### src/core/psrseq_pkg.sv
// Package with timing constants and state encodings for the init and clear sequencer.
package psrseq_pkg;

  // ==========================================================================
  // Clock and timing
  // ==========================================================================
  localparam int CLK_PERIOD_NS              = 10;
  localparam int INIT_WAIT_TIME_US          = 150;
  localparam int CLEAR_PULSE_WIDTH_NS       = 200;
  localparam int CLEAR_RELEASE_TO_SELECT_NS = 200;
  localparam int CLEAR_ASSERT_TO_SELECT_NS  = 400;

  // Longest time rounds down, least times round up.
  localparam int INIT_WAIT_CYC     = (INIT_WAIT_TIME_US * 1000) / CLK_PERIOD_NS;
  localparam int PULSE_CYC         = (CLEAR_PULSE_WIDTH_NS + CLK_PERIOD_NS - 1) / CLK_PERIOD_NS;
  localparam int RELEASE_CYC       = (CLEAR_RELEASE_TO_SELECT_NS + CLK_PERIOD_NS - 1) / CLK_PERIOD_NS;
  localparam int ASSERT_CYC        = (CLEAR_ASSERT_TO_SELECT_NS + CLK_PERIOD_NS - 1) / CLK_PERIOD_NS;
  localparam int CNT_W             = 16;

  // ==========================================================================
  // Configuration and refresh defaults
  // ==========================================================================
  localparam int         CFG_W       = 16;
  localparam logic [15:0] CFG0_RST   = 16'h8f1f;
  localparam logic [15:0] CFG1_RST   = 16'h0002;
  localparam int         ROW_W       = 13;
  localparam logic [12:0] ROW_RST    = 13'h0000;

  // ==========================================================================
  // Device power states
  // ==========================================================================
  typedef enum logic [4:0] {
    DEV_CLEAR   = 5'b00001,
    DEV_INIT    = 5'b00010,
    DEV_STANDBY = 5'b00100,
    DEV_SLEEP   = 5'b01000,
    DEV_DEEP    = 5'b10000
  } psrseq_dev_state_type;

  // ==========================================================================
  // Host sequencing states
  // ==========================================================================
  typedef enum logic [3:0] {
    HST_PULSE   = 4'b0001,
    HST_RELEASE = 4'b0010,
    HST_INIT    = 4'b0100,
    HST_READY   = 4'b1000
  } psrseq_hst_state_type;

  // Saturating-free count step, cut to the counter width.
  function automatic logic [CNT_W-1:0] psrseq_inc(input logic [CNT_W-1:0] v);
    psrseq_inc = CNT_W'(v + 1'b1);
  endfunction

endpackage
### src/core/psrseq_if.sv
// Interface joining the host controller end and the memory device end.
`timescale 1ns/10ps
interface psrseq_if;
  logic clear_n;
  logic select_n;
  logic xfer_req;

  modport host (output clear_n, output select_n, output xfer_req);
  modport dev  (input  clear_n, input  select_n, input  xfer_req);
endinterface // psrseq_if

### src/core/psrseq_cnt.sv
// Cycle counter with clear and a reached-limit flag.
`timescale 1ns/10ps
module psrseq_cnt
  import psrseq_pkg::*;
(
  // Clock and reset
  input  wire logic             I_CLK_SYS,
  input  wire logic             I_RSTN,
  // Control
  input  wire logic             i_clr,
  input  wire logic [CNT_W-1:0] i_limit,
  // Status
  output logic                  o_done
);
  typedef struct packed {
    logic [CNT_W-1:0] cnt;
  } psrseq_cnt_st_type;

  psrseq_cnt_st_type st_r;
  psrseq_cnt_st_type st_nxt;

  always_comb begin
    st_nxt = st_r;
    if (i_clr) begin
      st_nxt.cnt = '0;
    end else if (st_r.cnt < i_limit) begin
      st_nxt.cnt = psrseq_inc(st_r.cnt);
    end
  end

  always_ff @(posedge I_CLK_SYS or negedge I_RSTN) begin
    if (!I_RSTN) begin
      st_r <= '0;
    end else begin
      st_r <= st_nxt;
    end
  end

  assign o_done = (st_r.cnt >= i_limit) && !i_clr;
endmodule // psrseq_cnt

### src/core/psrseq_dev.sv
// Memory device end: power-up init wait and hardware clear handling.
// Functional notes
// - Init wait at most 150 us.
// - Host keeps select high during init.
// - Low clear postpones init wait start.
// - Host issues no transfer during init.
// - Clear returns device to standby.
// - Clear restores configuration defaults.
// - Clear stops refresh, array invalid.
// - Clear exits hybrid sleep.
// - Clear exits deep power down.
// - Release resumes refresh, row counter reset.
// - Host: pulse 200 ns, 400 ns hold.
// - Host: 200 ns release to select.
// - Host treats data lost after clear.
`timescale 1ns/10ps
module psrseq_dev
  import psrseq_pkg::*;
(
  // Clock and reset
  input  wire logic              I_CLK_SYS,
  input  wire logic              I_RSTN,
  // Link
  psrseq_if.dev                  lnk,
  // Power state requests
  input  wire logic              I_SLEEP_REQ,
  input  wire logic              I_DEEP_REQ,
  input  wire logic              I_WAKE_REQ,
  // Configuration write
  input  wire logic              I_CFG_WE,
  input  wire logic              I_CFG_SEL,
  input  wire logic [CFG_W-1:0]  I_CFG_WDATA,
  // Status
  output logic                   O_READY,
  output logic                   O_REFRESH_ON,
  output logic                   O_ARRAY_VALID,
  output logic                   O_IN_SLEEP,
  output logic                   O_IN_DEEP,
  output logic [CFG_W-1:0]       O_CFG0,
  output logic [CFG_W-1:0]       O_CFG1,
  output logic [ROW_W-1:0]       O_REFRESH_ROW,
  output logic                   O_ACCESS_ACCEPT
);
  // ==========================================================================
  // State
  // ==========================================================================
  typedef struct packed {
    psrseq_dev_state_type st;
    logic [CFG_W-1:0]     cfg0;
    logic [CFG_W-1:0]     cfg1;
    logic [ROW_W-1:0]     row;
    logic                 valid;
    logic                 accept;
  } psrseq_dev_st_type;

  psrseq_dev_st_type s_r;
  psrseq_dev_st_type s_nxt;
  logic              init_done;
  logic              cnt_clr;
  logic              bus_idle;
  logic              want_deep;
  logic              want_sleep;
  logic              cfg0_wr;
  logic              cfg1_wr;
  logic              xfer_seen;

  // ==========================================================================
  // Helpers
  // ==========================================================================
  // Next refresh row; the counter wraps at the top of the array.
  function automatic logic [ROW_W-1:0] row_step(input logic [ROW_W-1:0] row);
    row_step = ROW_W'(row + 1'b1);
  endfunction

  // States in which self-refresh runs.
  function automatic logic refresh_runs(input psrseq_dev_state_type st);
    refresh_runs = (st == DEV_INIT) || (st == DEV_STANDBY) || (st == DEV_SLEEP);
  endfunction

  // Power state that standby moves to for the pending request.
  function automatic psrseq_dev_state_type standby_next(input logic deep, input logic sleep);
    if (deep) begin
      standby_next = DEV_DEEP;
    end else if (sleep) begin
      standby_next = DEV_SLEEP;
    end else begin
      standby_next = DEV_STANDBY;
    end
  endfunction

  // ==========================================================================
  // Requests
  // ==========================================================================
  // Power states are entered only with the bus deselected; deep power down
  // wins over hybrid sleep, and both win over a configuration write.
  assign bus_idle   = lnk.select_n;
  assign want_deep  = bus_idle && I_DEEP_REQ;
  assign want_sleep = bus_idle && I_SLEEP_REQ && !I_DEEP_REQ;
  assign cfg0_wr    = I_CFG_WE && !I_CFG_SEL && !want_deep && !want_sleep;
  assign cfg1_wr    = I_CFG_WE && I_CFG_SEL && !want_deep && !want_sleep;

  // An access is taken only while selected with a transfer requested.
  assign xfer_seen  = !lnk.select_n && lnk.xfer_req;

  // ==========================================================================
  // Init wait counter
  // ==========================================================================
  // The count stops two short of the wait: one cycle goes to the clear state
  // and one to the done flag, so standby comes within the longest init time.
  assign cnt_clr = (s_r.st != DEV_INIT) || !lnk.clear_n;

  psrseq_cnt u_init_cnt (
    .I_CLK_SYS (I_CLK_SYS),
    .I_RSTN    (I_RSTN),
    .i_clr     (cnt_clr),
    .i_limit   (CNT_W'(INIT_WAIT_CYC - 2)),
    .o_done    (init_done)
  );

  // ==========================================================================
  // Next state
  // ==========================================================================
  // A low clear input overrides every state; rows advance only while
  // self-refresh runs.
  always_comb begin
    s_nxt        = s_r;
    s_nxt.accept = 1'b0;
    if (refresh_runs(s_r.st)) begin
      s_nxt.row = row_step(s_r.row);
    end

    if (!lnk.clear_n) begin
      s_nxt.st    = DEV_CLEAR;
      s_nxt.cfg0  = CFG0_RST;
      s_nxt.cfg1  = CFG1_RST;
      s_nxt.row   = ROW_RST;
      s_nxt.valid = 1'b0;
    end else begin
      case (s_r.st)
        DEV_CLEAR: begin
          s_nxt.st = DEV_INIT;
        end
        DEV_INIT: begin
          if (init_done) begin
            s_nxt.st    = DEV_STANDBY;
            s_nxt.valid = 1'b1;
          end
        end
        DEV_STANDBY: begin
          s_nxt.accept = xfer_seen;
          s_nxt.st     = standby_next(want_deep, want_sleep);
          if (want_deep) begin
            s_nxt.valid = 1'b0;
          end
          if (cfg0_wr) begin
            s_nxt.cfg0 = I_CFG_WDATA;
          end
          if (cfg1_wr) begin
            s_nxt.cfg1 = I_CFG_WDATA;
          end
        end
        DEV_SLEEP: begin
          if (I_WAKE_REQ) begin
            s_nxt.st = DEV_STANDBY;
          end
        end
        DEV_DEEP: begin
          if (I_WAKE_REQ) begin
            s_nxt.st = DEV_CLEAR;
          end
        end
        default: begin
          s_nxt.st = DEV_CLEAR;
        end
      endcase
    end
  end

  // ==========================================================================
  // State register
  // ==========================================================================
  always_ff @(posedge I_CLK_SYS or negedge I_RSTN) begin
    if (!I_RSTN) begin
      s_r.st     <= DEV_CLEAR;
      s_r.cfg0   <= CFG0_RST;
      s_r.cfg1   <= CFG1_RST;
      s_r.row    <= ROW_RST;
      s_r.valid  <= 1'b0;
      s_r.accept <= 1'b0;
    end else begin
      s_r <= s_nxt;
    end
  end

  // ==========================================================================
  // Outputs
  // ==========================================================================
  // Power state and array status.
  assign O_READY         = (s_r.st == DEV_STANDBY);
  assign O_REFRESH_ON    = refresh_runs(s_r.st);
  assign O_ARRAY_VALID   = s_r.valid;
  assign O_IN_SLEEP      = (s_r.st == DEV_SLEEP);
  assign O_IN_DEEP       = (s_r.st == DEV_DEEP);
  // Configuration, refresh position and access.
  assign O_CFG0          = s_r.cfg0;
  assign O_CFG1          = s_r.cfg1;
  assign O_REFRESH_ROW   = s_r.row;
  assign O_ACCESS_ACCEPT = s_r.accept;
endmodule // psrseq_dev

### src/flat_wrapper.sv
// flat-port wrapper written by rule: the top's interface ports become plain ports
module psrseq_dev_flat import psrseq_pkg::*;
  (I_CLK_SYS, I_RSTN, I_SLEEP_REQ, I_DEEP_REQ, I_WAKE_REQ, I_CFG_WE, I_CFG_SEL, I_CFG_WDATA, O_READY, O_REFRESH_ON, O_ARRAY_VALID, O_IN_SLEEP, O_IN_DEEP, O_CFG0, O_CFG1, O_REFRESH_ROW, O_ACCESS_ACCEPT, lnk_clear_n, lnk_select_n, lnk_xfer_req);
  psrseq_if lnk_i ();
  input  wire logic I_CLK_SYS;
  input  wire logic I_RSTN;
  input  wire logic I_SLEEP_REQ;
  input  wire logic I_DEEP_REQ;
  input  wire logic I_WAKE_REQ;
  input  wire logic I_CFG_WE;
  input  wire logic I_CFG_SEL;
  input  wire logic [CFG_W-1:0] I_CFG_WDATA;
  output logic O_READY;
  output logic O_REFRESH_ON;
  output logic O_ARRAY_VALID;
  output logic O_IN_SLEEP;
  output logic O_IN_DEEP;
  output logic [CFG_W-1:0] O_CFG0;
  output logic [CFG_W-1:0] O_CFG1;
  output logic [ROW_W-1:0] O_REFRESH_ROW;
  output logic O_ACCESS_ACCEPT;
  input wire logic [$bits(lnk_i.clear_n)-1:0] lnk_clear_n;
  input wire logic [$bits(lnk_i.select_n)-1:0] lnk_select_n;
  input wire logic [$bits(lnk_i.xfer_req)-1:0] lnk_xfer_req;
  assign lnk_i.clear_n = lnk_clear_n;
  assign lnk_i.select_n = lnk_select_n;
  assign lnk_i.xfer_req = lnk_xfer_req;
  psrseq_dev u_core (.I_CLK_SYS(I_CLK_SYS), .I_RSTN(I_RSTN), .lnk(lnk_i), .I_SLEEP_REQ(I_SLEEP_REQ), .I_DEEP_REQ(I_DEEP_REQ), .I_WAKE_REQ(I_WAKE_REQ), .I_CFG_WE(I_CFG_WE), .I_CFG_SEL(I_CFG_SEL), .I_CFG_WDATA(I_CFG_WDATA), .O_READY(O_READY), .O_REFRESH_ON(O_REFRESH_ON), .O_ARRAY_VALID(O_ARRAY_VALID), .O_IN_SLEEP(O_IN_SLEEP), .O_IN_DEEP(O_IN_DEEP), .O_CFG0(O_CFG0), .O_CFG1(O_CFG1), .O_REFRESH_ROW(O_REFRESH_ROW), .O_ACCESS_ACCEPT(O_ACCESS_ACCEPT));
endmodule
### config.mk
export PLATFORM = sky130hd
export DESIGN_NAME = psrseq_dev_flat
export DESIGN_NICKNAME = d
export VERILOG_FILES = /design/src/core/psrseq_pkg.sv /design/src/core/psrseq_if.sv /design/src/core/psrseq_cnt.sv /design/src/core/psrseq_dev.sv /design/src/flat_wrapper.sv
export SDC_FILE = /design/constraint.sdc
export NUM_CORES = 1
export LEC_CHECK = 0
export ABC_AREA = 0
export ABC_CLOCK_PERIOD_IN_PS = 4200
export BUFFER_PORTS_ARGS = -buffer_cell sky130_fd_sc_hd__buf_2
export CAP_MARGIN = 10
export CORE_ASPECT_RATIO = 0.8
export CORE_UTILIZATION = 45
export DETAILED_ROUTE_END_ITERATION = 10
export PLACE_DENSITY = 0.68
export SLEW_MARGIN = 20
export SYNTH_ARGS = -nofsm -noshare
export SYNTH_HDL_FRONTEND = slang
export SYNTH_SLANG_ARGS = --single-unit
### constraint.sdc
create_clock -name I_CLK_SYS -period 4.2 [get_ports I_CLK_SYS]
set_clock_uncertainty 0.05 [all_clocks]
set_input_delay 1.26 -clock I_CLK_SYS [delete_from_list [all_inputs] [get_ports I_CLK_SYS]]
set_output_delay 1.26 -clock I_CLK_SYS [all_outputs]
set_load 0.01 [all_outputs]
==> results of run 1 <==
per-stage QoR:
stage / std cells / setup WS, ps
6_report: 520 / 1067
5_1_grt: 520 / 995.6
4_1_cts: 520 / 1043
3_5_place_dp: 504 / 1043
3_3_place_gp: 504 / 1163
2_1_floorplan: 378 / 1691
worst max-delay path: stages (launching register included):
cell and delay, ps:
sky130_fd_sc_hd__dfrtp_1 520, sky130_fd_sc_hd__or4b_4 640, sky130_fd_sc_hd__nor2_8 150, sky130_fd_sc_hd__buf_2 150
per-layer routing:
| layer | vias up | wire length [um] | part of all wire | global-route usage |
|---|---|---|---|---|
| li1 | 1299 | - | - | - |
| met1 | 1296 | 3334 | 0.46 | 0.2301 |
| met2 | 58 | 3440 | 0.48 | 0.3020 |
| met3 | 11 | 341 | 0.047 | 0.04788 |
| met4 | 0 | 110 | 0.015 | 0.07246 |
| met5 | - | 0 | 0 | 0 |
sequential cells by signal, indices dropped and copies added (netlist names):
| signal | flops |
|---|---|
| u_core.O_CFG1 | 16 |
| u_core.u_init_cnt.st_r | 16 |
| u_core.O_CFG0 | 16 |
| u_core.O_ARRAY_VALID | 1 |
| u_core.s_r | 5 |
| u_core.O_ACCESS_ACCEPT | 1 |
| u_core.O_REFRESH_ROW | 13 |
cell families (layout without fill, tap and decap cells):
logic type               Yosys count  in the layout  synth area share
flip-flops                        68             68            0.4627
XOR/XNOR                          22             22           0.05194
AND/OR/NAND/NOR                  166            166            0.2445
multiplexers                      18             18           0.04857
AO/OA/AOI/OAI                     35             35           0.06273
adder cells (fa/ha/maj)            3              3           0.01012
buffers and inverters             66            100            0.1194
synth_stat cells, types with 4 or more instances:
cell type	count
sky130_fd_sc_hd__nand2_1	49
sky130_fd_sc_hd__mux2i_1	18
sky130_fd_sc_hd__nand4_1	7
sky130_fd_sc_hd__clkbuf_1	11
sky130_fd_sc_hd__buf_4	45
sky130_fd_sc_hd__o21ai_0	9
sky130_fd_sc_hd__or3_1	4
sky130_fd_sc_hd__inv_1	4
sky130_fd_sc_hd__nor3_1	11
sky130_fd_sc_hd__dfrtp_1	56
sky130_fd_sc_hd__nand3_1	20
sky130_fd_sc_hd__and2_1	9
sky130_fd_sc_hd__xnor2_1	19
sky130_fd_sc_hd__nor4_1	4
sky130_fd_sc_hd__nor2_1	19
sky130_fd_sc_hd__and3_1	5
sky130_fd_sc_hd__nor2b_1	17
sky130_fd_sc_hd__dfstp_2	12
sky130_fd_sc_hd__nand2b_1	4
sky130_fd_sc_hd__nor3b_1	4
sky130_fd_sc_hd__a21boi_1	6
power breakdown:
part | leakage [nW] | internal, mW | switching (mW)
sequential | 0.907 | 0.678 | 0.0327
combinational | 0.968 | 0.0660 | 0.0949
clock | 0.113 | 0.395 | 0.252
layout make-up:
class	instances	area (um^2)
multi-input cells	244	1550
flip-flops and latches	68	1717
fillers	751	3877
clock inverters	6	113.9
inverters	4	15.01
repair buffers	80	410.4
well taps	108	135.1
clock buffers	10	127.6
final timing paths:
path / end / startpoint / cells past startpoint
min in group asynchronous: u_core.O_REFRESH_ROW[8]$_DFFE_PN0P_ / I_RSTN / 1
setup reg to reg: u_core.O_CFG0[5]$_DFFE_PN0P_ / u_core.s_r[50]$_DFFE_PN0P_ / 5
hold / removal: u_core.O_CFG0[11]$_DFFE_PN1P_ / u_core.O_CFG0[11]$_DFFE_PN1P_ / 2
max in group asynchronous: u_core.O_CFG0[4]$_DFFE_PN1P_ / I_RSTN / 2
setup / recovery: O_READY / u_core.s_r[50]$_DFFE_PN0P_ / 3
hold reg to reg: u_core.O_CFG0[11]$_DFFE_PN1P_ / u_core.O_CFG0[11]$_DFFE_PN1P_ / 2
==> run summary, run 1 <==
The initial cell density of the core is 0.4669. The number of vias per cell works out to 5.123. The synthesized area per cell works out to 9.814 um^2. The count of routing violations after the opening detailed-route iteration was 112. Setup repair after global routing left no endpoint under its margin. The clock passes through at most 2 buffers. The run gives 378 as the gate count after technology mapping. The count of final setup violators is 0, and the number of buffers inserted for hold repair after clock tree synthesis is 0. The top cell types in the final layout, fill and taps aside, are sky130_fd_sc_hd__buf_2 (76), sky130_fd_sc_hd__dfrtp_1 (56), sky130_fd_sc_hd__nand2_1 (49), sky130_fd_sc_hd__nand3_1 (20). The H-tree depth was 3; the via count was 2,664. Summed over all failing endpoints, the final setup total negative slack is 0 ps. The register-to-register setup slack is 1840 ps. Yosys attributes the largest share of cell area to sky130_fd_sc_hd__dfrtp_1 (38%), sky130_fd_sc_hd__buf_4 (9.1%), sky130_fd_sc_hd__dfstp_2 (8.5%). The tools report the final hold violation count as 0. The synthesis-to-layout area growth came out at 9.680%.

Synthesis inferred 68 register bits. The clock period minus final worst setup slack came out at 3133 ps. The half-perimeter wire length of the detailed placement result was 5.132 mm. The share of the synthesized area in the top cell type works out to 0.3777. The slew at the pin closest to its max-slew limit is 778.8 ps, and the worst endpoint data arrival time is 1820 ps.

The die boundary height works out to 83.21 um. The tightest min-delay check is of the reg2reg type. IR analysis of the VDD net gives a maximum drop of 0.0001355 V. The register clock-pin slew on the reported worst setup and hold paths was 70 ps; the async set-or-reset flop fraction in the synthesized netlist was 1.000. The number of port buffers was 76; the die area was 8613 um^2. In the synthesized netlist the dominant register cell turns out to be sky130_fd_sc_hd__dfrtp_1. After routing the design area is 4069 um^2. Entering global routing, the biggest net connects 52 pins.

Total power for the finished layout comes to 1.519 mW. sky130_fd_sc_hd__dfrtp_1 takes more of the synthesized area than any other cell. The leakage dissipation came out at 1.988 nW. Across all hold checks on the routed design, the worst slack comes to 438.8 ps.

The number of ports placed on the die boundary is 77. The worst setup path is launched from a flop. Counting flops with a built-in enable in the synthesized netlist gives 0.

The logs give 350 ps for the clock latency on the worst-skew pair and 68 for the sink count of the clock tree. The floorplan has 29 rows. The worst setup path is captured at an output port. The number of different library cells used by synthesis comes to 48. The global-route usage over all layers was 0.1831. The setup path with the least slack is of type reg2out. Max-slew headroom at the worst pin: 0.4753.

The run finished with clean final reports. The post-placement cell area is 3827 um^2. The proportion of layout cells with a drive suffix above 1 is 0.2718. TritonCTS built the clock tree.

Share of the clock period used by the worst path: 0.7461. The power density normalized to cell area was 373.3 nW/um^2; the first-pass GRT wire length was 12.56 mm. The via count of the first global-routing pass was 2,649; the number of iterations in the first detailed-routing pass was 5.

Final core utilization: 0.5120. STA puts the critical path data required time at 2890 ps. The run gives 0.4627 as the register area share after synthesis. The most common cell after layout, fill and taps aside is sky130_fd_sc_hd__buf_2.

The overflow left after global routing was 0; the largest fanout on the critical path was 14. Buffers inserted during clock tree synthesis total 9. The floorplan step set the die width to 103.5 um. The core region is 7946 um^2.

Clock tree synthesis selected as its root buffer the cell sky130_fd_sc_hd__clkbuf_8. The setup fix buffers added after clock tree synthesis was 0; the detailed-route wire length was 7.227 mm. The run gives 0.8400 as the weighted congestion reported at the end of routability-driven placement. During synthesis, Yosys emitted a total of 0 warnings. Once detail routing completed, the nets flagged for antenna violations numbered 0.

After the last flow step, the layout net total stands at 436. After detailed routing, the number of remaining DRC violations is 0. Timing would allow up to 0.3191 GHz.

The number of antenna violations at the first check in global routing is 0, and the number of gates resized after cts is 0. Number of antenna repair diodes: 0. The detail-routed net length per standard cell is 13.90 um, and the final-report max-slew violation count is 0. The number of max-cap violations was 0; the synthesized net count was 407.

For the cell area after synthesis, the log shows 3710 um^2.
(Power assumes the default switching activity.)
==> run 2: changes to the inputs <==
--- a/config.mk
+++ b/config.mk
@@ -6,13 +6,13 @@
 export NUM_CORES = 1
 export LEC_CHECK = 0
 export ABC_AREA = 0
-export ABC_CLOCK_PERIOD_IN_PS = 4200
+export ABC_CLOCK_PERIOD_IN_PS = 2700
 export BUFFER_PORTS_ARGS = -buffer_cell sky130_fd_sc_hd__buf_2
 export CAP_MARGIN = 10
 export CORE_ASPECT_RATIO = 0.8
 export CORE_UTILIZATION = 45
 export DETAILED_ROUTE_END_ITERATION = 10
-export PLACE_DENSITY = 0.68
+export PLACE_DENSITY = 0.7
 export SLEW_MARGIN = 20
 export SYNTH_ARGS = -nofsm -noshare
 export SYNTH_HDL_FRONTEND = slang
==> constraint.sdc (replaced) <==
create_clock -name I_CLK_SYS -period 2.7 [get_ports I_CLK_SYS]
set_clock_uncertainty 0.05 [all_clocks]
set_input_delay 0.81 -clock I_CLK_SYS [delete_from_list [all_inputs] [get_ports I_CLK_SYS]]
set_output_delay 0.81 -clock I_CLK_SYS [all_outputs]
set_load 0.01 [all_outputs]
==> run summary, run 2 (same netlist as run 1, synthesis figures left out) <==
Traced cell by cell, the critical path runs through or4b_4 > nor2_8 > buf_2. The width of the chip is 103.5 um (unchanged). Count of routing violations after the opening detailed-route iteration: 151 (+35%). The run finished with clean final reports. The register-to-register setup slack came out at 460 ps (-1380 ps). The tools report the number of antenna violations at the first check in global routing as 0 (unchanged). The share of the clock period used by the worst path was 0.9640; the weighted congestion reported at the end of routability-driven placement was 0.8788 (+4.6%). The master cell of the clock root buffer was sky130_fd_sc_hd__clkbuf_8.

The count of standard-cell rows is 29 (unchanged). The family with the most delay on the worst path was simple AND/OR/NAND/NOR gates. The number of buffer and inverter instances along the worst setup path was 1 (unchanged).

The slowest stage of the critical path is the sky130_fd_sc_hd__or4b_4 cell. The number of antenna repair diodes is 0 (unchanged), and the number of port buffers is 76 (unchanged). Final core utilization: 0.5136 (+0.001575). The tools report the sink count of the clock tree as 68 (unchanged). The relative contribution of sequential cells to total power is 0.482 (+0.014), and the number of design rule violations left after detail routing is 0 (unchanged). The count of final setup violators is 0 (unchanged), and the area taken by flip-flops and latches is 1718 um^2 (about the same). The proportion of total power due to net switching was 0.2554 (+0.005790). The area of the core was 7946 um^2 (unchanged). For the global-route usage over all layers, the log shows 0.1782 (-0.004928). Count of filler cells inserted in the layout: 733 (-2.4%). The logs give 2.294 mW (+51%) for the overall power and 1550 um^2 (unchanged) for the area taken by multi-input logic gates. The last element of the critical path was O_READY. The number of iterations in the first detailed-routing pass came out at 4 (-1). The tools report the critical path endpoint category as an output port. For the setup fix buffers added after clock tree synthesis, the log shows 0 (unchanged).

Most common cell after layout, fill and taps aside: sky130_fd_sc_hd__buf_2. The proportion of layout cells with a drive suffix above 1 is 0.2802 (+0.008349). In this run the critical register-to-register path is launched from u_core.u_init_cnt.st_r[8]$_DFFE_PN0P_. The half-perimeter wire length of the detailed placement result is 4.971 mm (-3.1%). The number of ports placed on the die boundary is 77 (unchanged), and the first-pass GRT wire length is 12.26 mm (-2.4%). The logs give 0 (unchanged) for the overflow left after global routing and 0.4669 (unchanged) for the initial cell density of the core. Total negative setup slack: 0 ps (unchanged).

The leakage dissipation came out at 2.004 nW (+0.80%). The worst endpoint data arrival time is 1740 ps (-80 ps), and the detailed-route wire length is 7.280 mm (+0.73%). The power density normalized to cell area was 562.0 nW/um^2 (+51%); the number of nets in the finished design was 438 (+0.46%).

The startpoint type of the worst setup path is a flop. The tools report the final hold violation count as 0 (unchanged). The data required time at the worst endpoint came out at 1840 ps (-1050 ps). The worst hold path class was in2async. The die boundary height is 83.21 um (unchanged). The smallest clock period supported by the final layout is computed as 2603 ps. The worst setup path is of the reg2out kind. For the largest net degree at the start of global routing, the log shows 69 (+33%). The tools report the clock share of power as 0.407 (-0.019).

The number of buffers created by CTS is 9 (unchanged). The number of vias per cell is 5.123 (about the same), and the final-report max-slew violation count is 0 (unchanged). The logs give 0 (unchanged) for the number of max-cap violations and 1.708 mW (+50%) for the design internal power. The synthesis-to-layout area growth works out to 10.02%.

For the peak ir drop on the vdd network, the log shows 0.0003456 V (+150%). The post-route non-filler standard cell count is 522 (+0.38%). The count of antenna-violating nets left after detailed routing is 0 (unchanged), and the register clock-pin slew on the reported worst setup and hold paths is 80 ps (about the same). The run gives 586.0 uW (+55%) as the switching power. The tools report the die area as 8613 um^2 (unchanged). The clock latency on the worst-skew pair came out at 340 ps (about the same). The run gives 0.3842 GHz as the highest clock rate.

The run gives 2 (unchanged) as the maximum count of clock buffers along a single path. The endpoint of the most critical register-to-register path is u_core.s_r[49]$_DFFE_PN0P_. The slew at the pin closest to its max-slew limit came out at 764.1 ps (-14.78 ps).

For the combinational share of power, the log shows 0.111 (+0.005). TritonCTS built the clock tree. The peak per-stage delay on the critical path is 610 ps (-30 ps), and the number of placed cells counting well taps is 506 (+0.40%).

The number of cells on the worst reg-to-reg path is 5 (unchanged). The tools report the first element of the critical path as u_core.s_r[50]$_DFFE_PN0P_. The via count of the first global-routing pass was 2,608 (-1.5%). Leaving out fill and tap cells, the most frequent cells in the layout are sky130_fd_sc_hd__buf_2 (76), sky130_fd_sc_hd__dfrtp_1 (55), sky130_fd_sc_hd__nand2_1 (49), sky130_fd_sc_hd__nand3_1 (20). The detail-routed net length per standard cell works out to 13.95 um (+0.35%).

Max-slew headroom at the worst pin: 0.4876 (+0.01227). Via count: 2,674 (+0.38%). Setup repair after global routing left no endpoint under its margin. The run gives 3 (unchanged) as the H-tree depth.

Number of stages on the worst setup path: 3 (unchanged). The largest fanout on the critical path is 14 (unchanged).
-- run 2: cell count changes in the layout (fill, tap and decap cells not counted), sizes merged --
cell / change
buf: +2
bufinv: -1
clkinv: +3
clkinvlp: -2
-- run 2: per-stage QoR --
stage          setup WS, ps  hold slack, ps  cell area (um^2)
6_report              97.08           407.7              4081
5_1_grt               26.93           410.0              4081
4_1_cts               21.46           426.2              4080
3_5_place_dp          409.8           429.3              3855
3_3_place_gp          427.1           414.9              3855
2_1_floorplan         641.1           396.2              3710
-- run 2: worst reg2reg max path: stages (launching register included) --
cell                        delay [ps]
sky130_fd_sc_hd__dfrtp_1           440
sky130_fd_sc_hd__nand4bb_1         260
sky130_fd_sc_hd__a211oi_1          680
sky130_fd_sc_hd__nor2_1            240
sky130_fd_sc_hd__a21o_1            250
sky130_fd_sc_hd__nor4_1            230
-- run 2: layout make-up --
type / instances / area share
flip-flops and latches: 68 / 0.4209
multi-input cells: 244 / 0.3798
repair buffers: 82 / 0.1073
clock buffers: 10 / 0.03372
well taps: 108 / 0.03311
clock inverters: 6 / 0.02146
inverters: 4 / 0.003679
-- run 2: layer usage --
metal	share of wire	global-route usage	up-vias	routed length, um
li1	-	-	1303	-
met5	0	0	-	0
met4	0.016	0.06061	0	117
met1	0.46	0.2215	1280	3342
met2	0.47	0.2874	81	3415
met3	0.055	0.06436	10	403
-- run 2: power groups by stage --
stage	Combinational, mW	Clock, mW	Sequential, mW
2_1_floorplan	0.210	0	1.09
3_3_place_gp	0.252	0	1.12
3_5_place_dp	0.255	0	1.12
4_1_cts	0.257	0.962	1.11
5_1_grt	0.284	1.01	1.11
6_report	0.254	0.935	1.11
-- run 2: worst min-delay path by stage --
| stage | from | to | slack [ps] | depth (start not counted) |
|---|---|---|---|---|
| floorplan | u_core.u_init_cnt.st_r[13]$_DFFE_PN0P_ | u_core.u_init_cnt.st_r[13]$_DFFE_PN0P_ | 400 | 2 |
| global placement | u_core.u_init_cnt.st_r[13]$_DFFE_PN0P_ | u_core.u_init_cnt.st_r[13]$_DFFE_PN0P_ | 410 | 2 |
| detailed placement | u_core.O_CFG0[2]$_DFFE_PN1P_ | u_core.O_CFG0[2]$_DFFE_PN1P_ | 430 | 2 |
| CTS | I_RSTN | u_core.O_REFRESH_ROW[5]$_DFFE_PN0P_ | 430 | 2 |
| global route | I_RSTN | u_core.O_REFRESH_ROW[5]$_DFFE_PN0P_ | 410 | 2 |
| finish | I_RSTN | u_core.O_REFRESH_ROW[5]$_DFFE_PN0P_ | 410 | 2 |
-- run 2: what timing repair did --
item                                    4_1_cts  5_1_grt
hold buffers                                  0        0
endpoints found under the setup margin        0        1
resized for setup                             0        1
hold endpoints to repair                      0        0
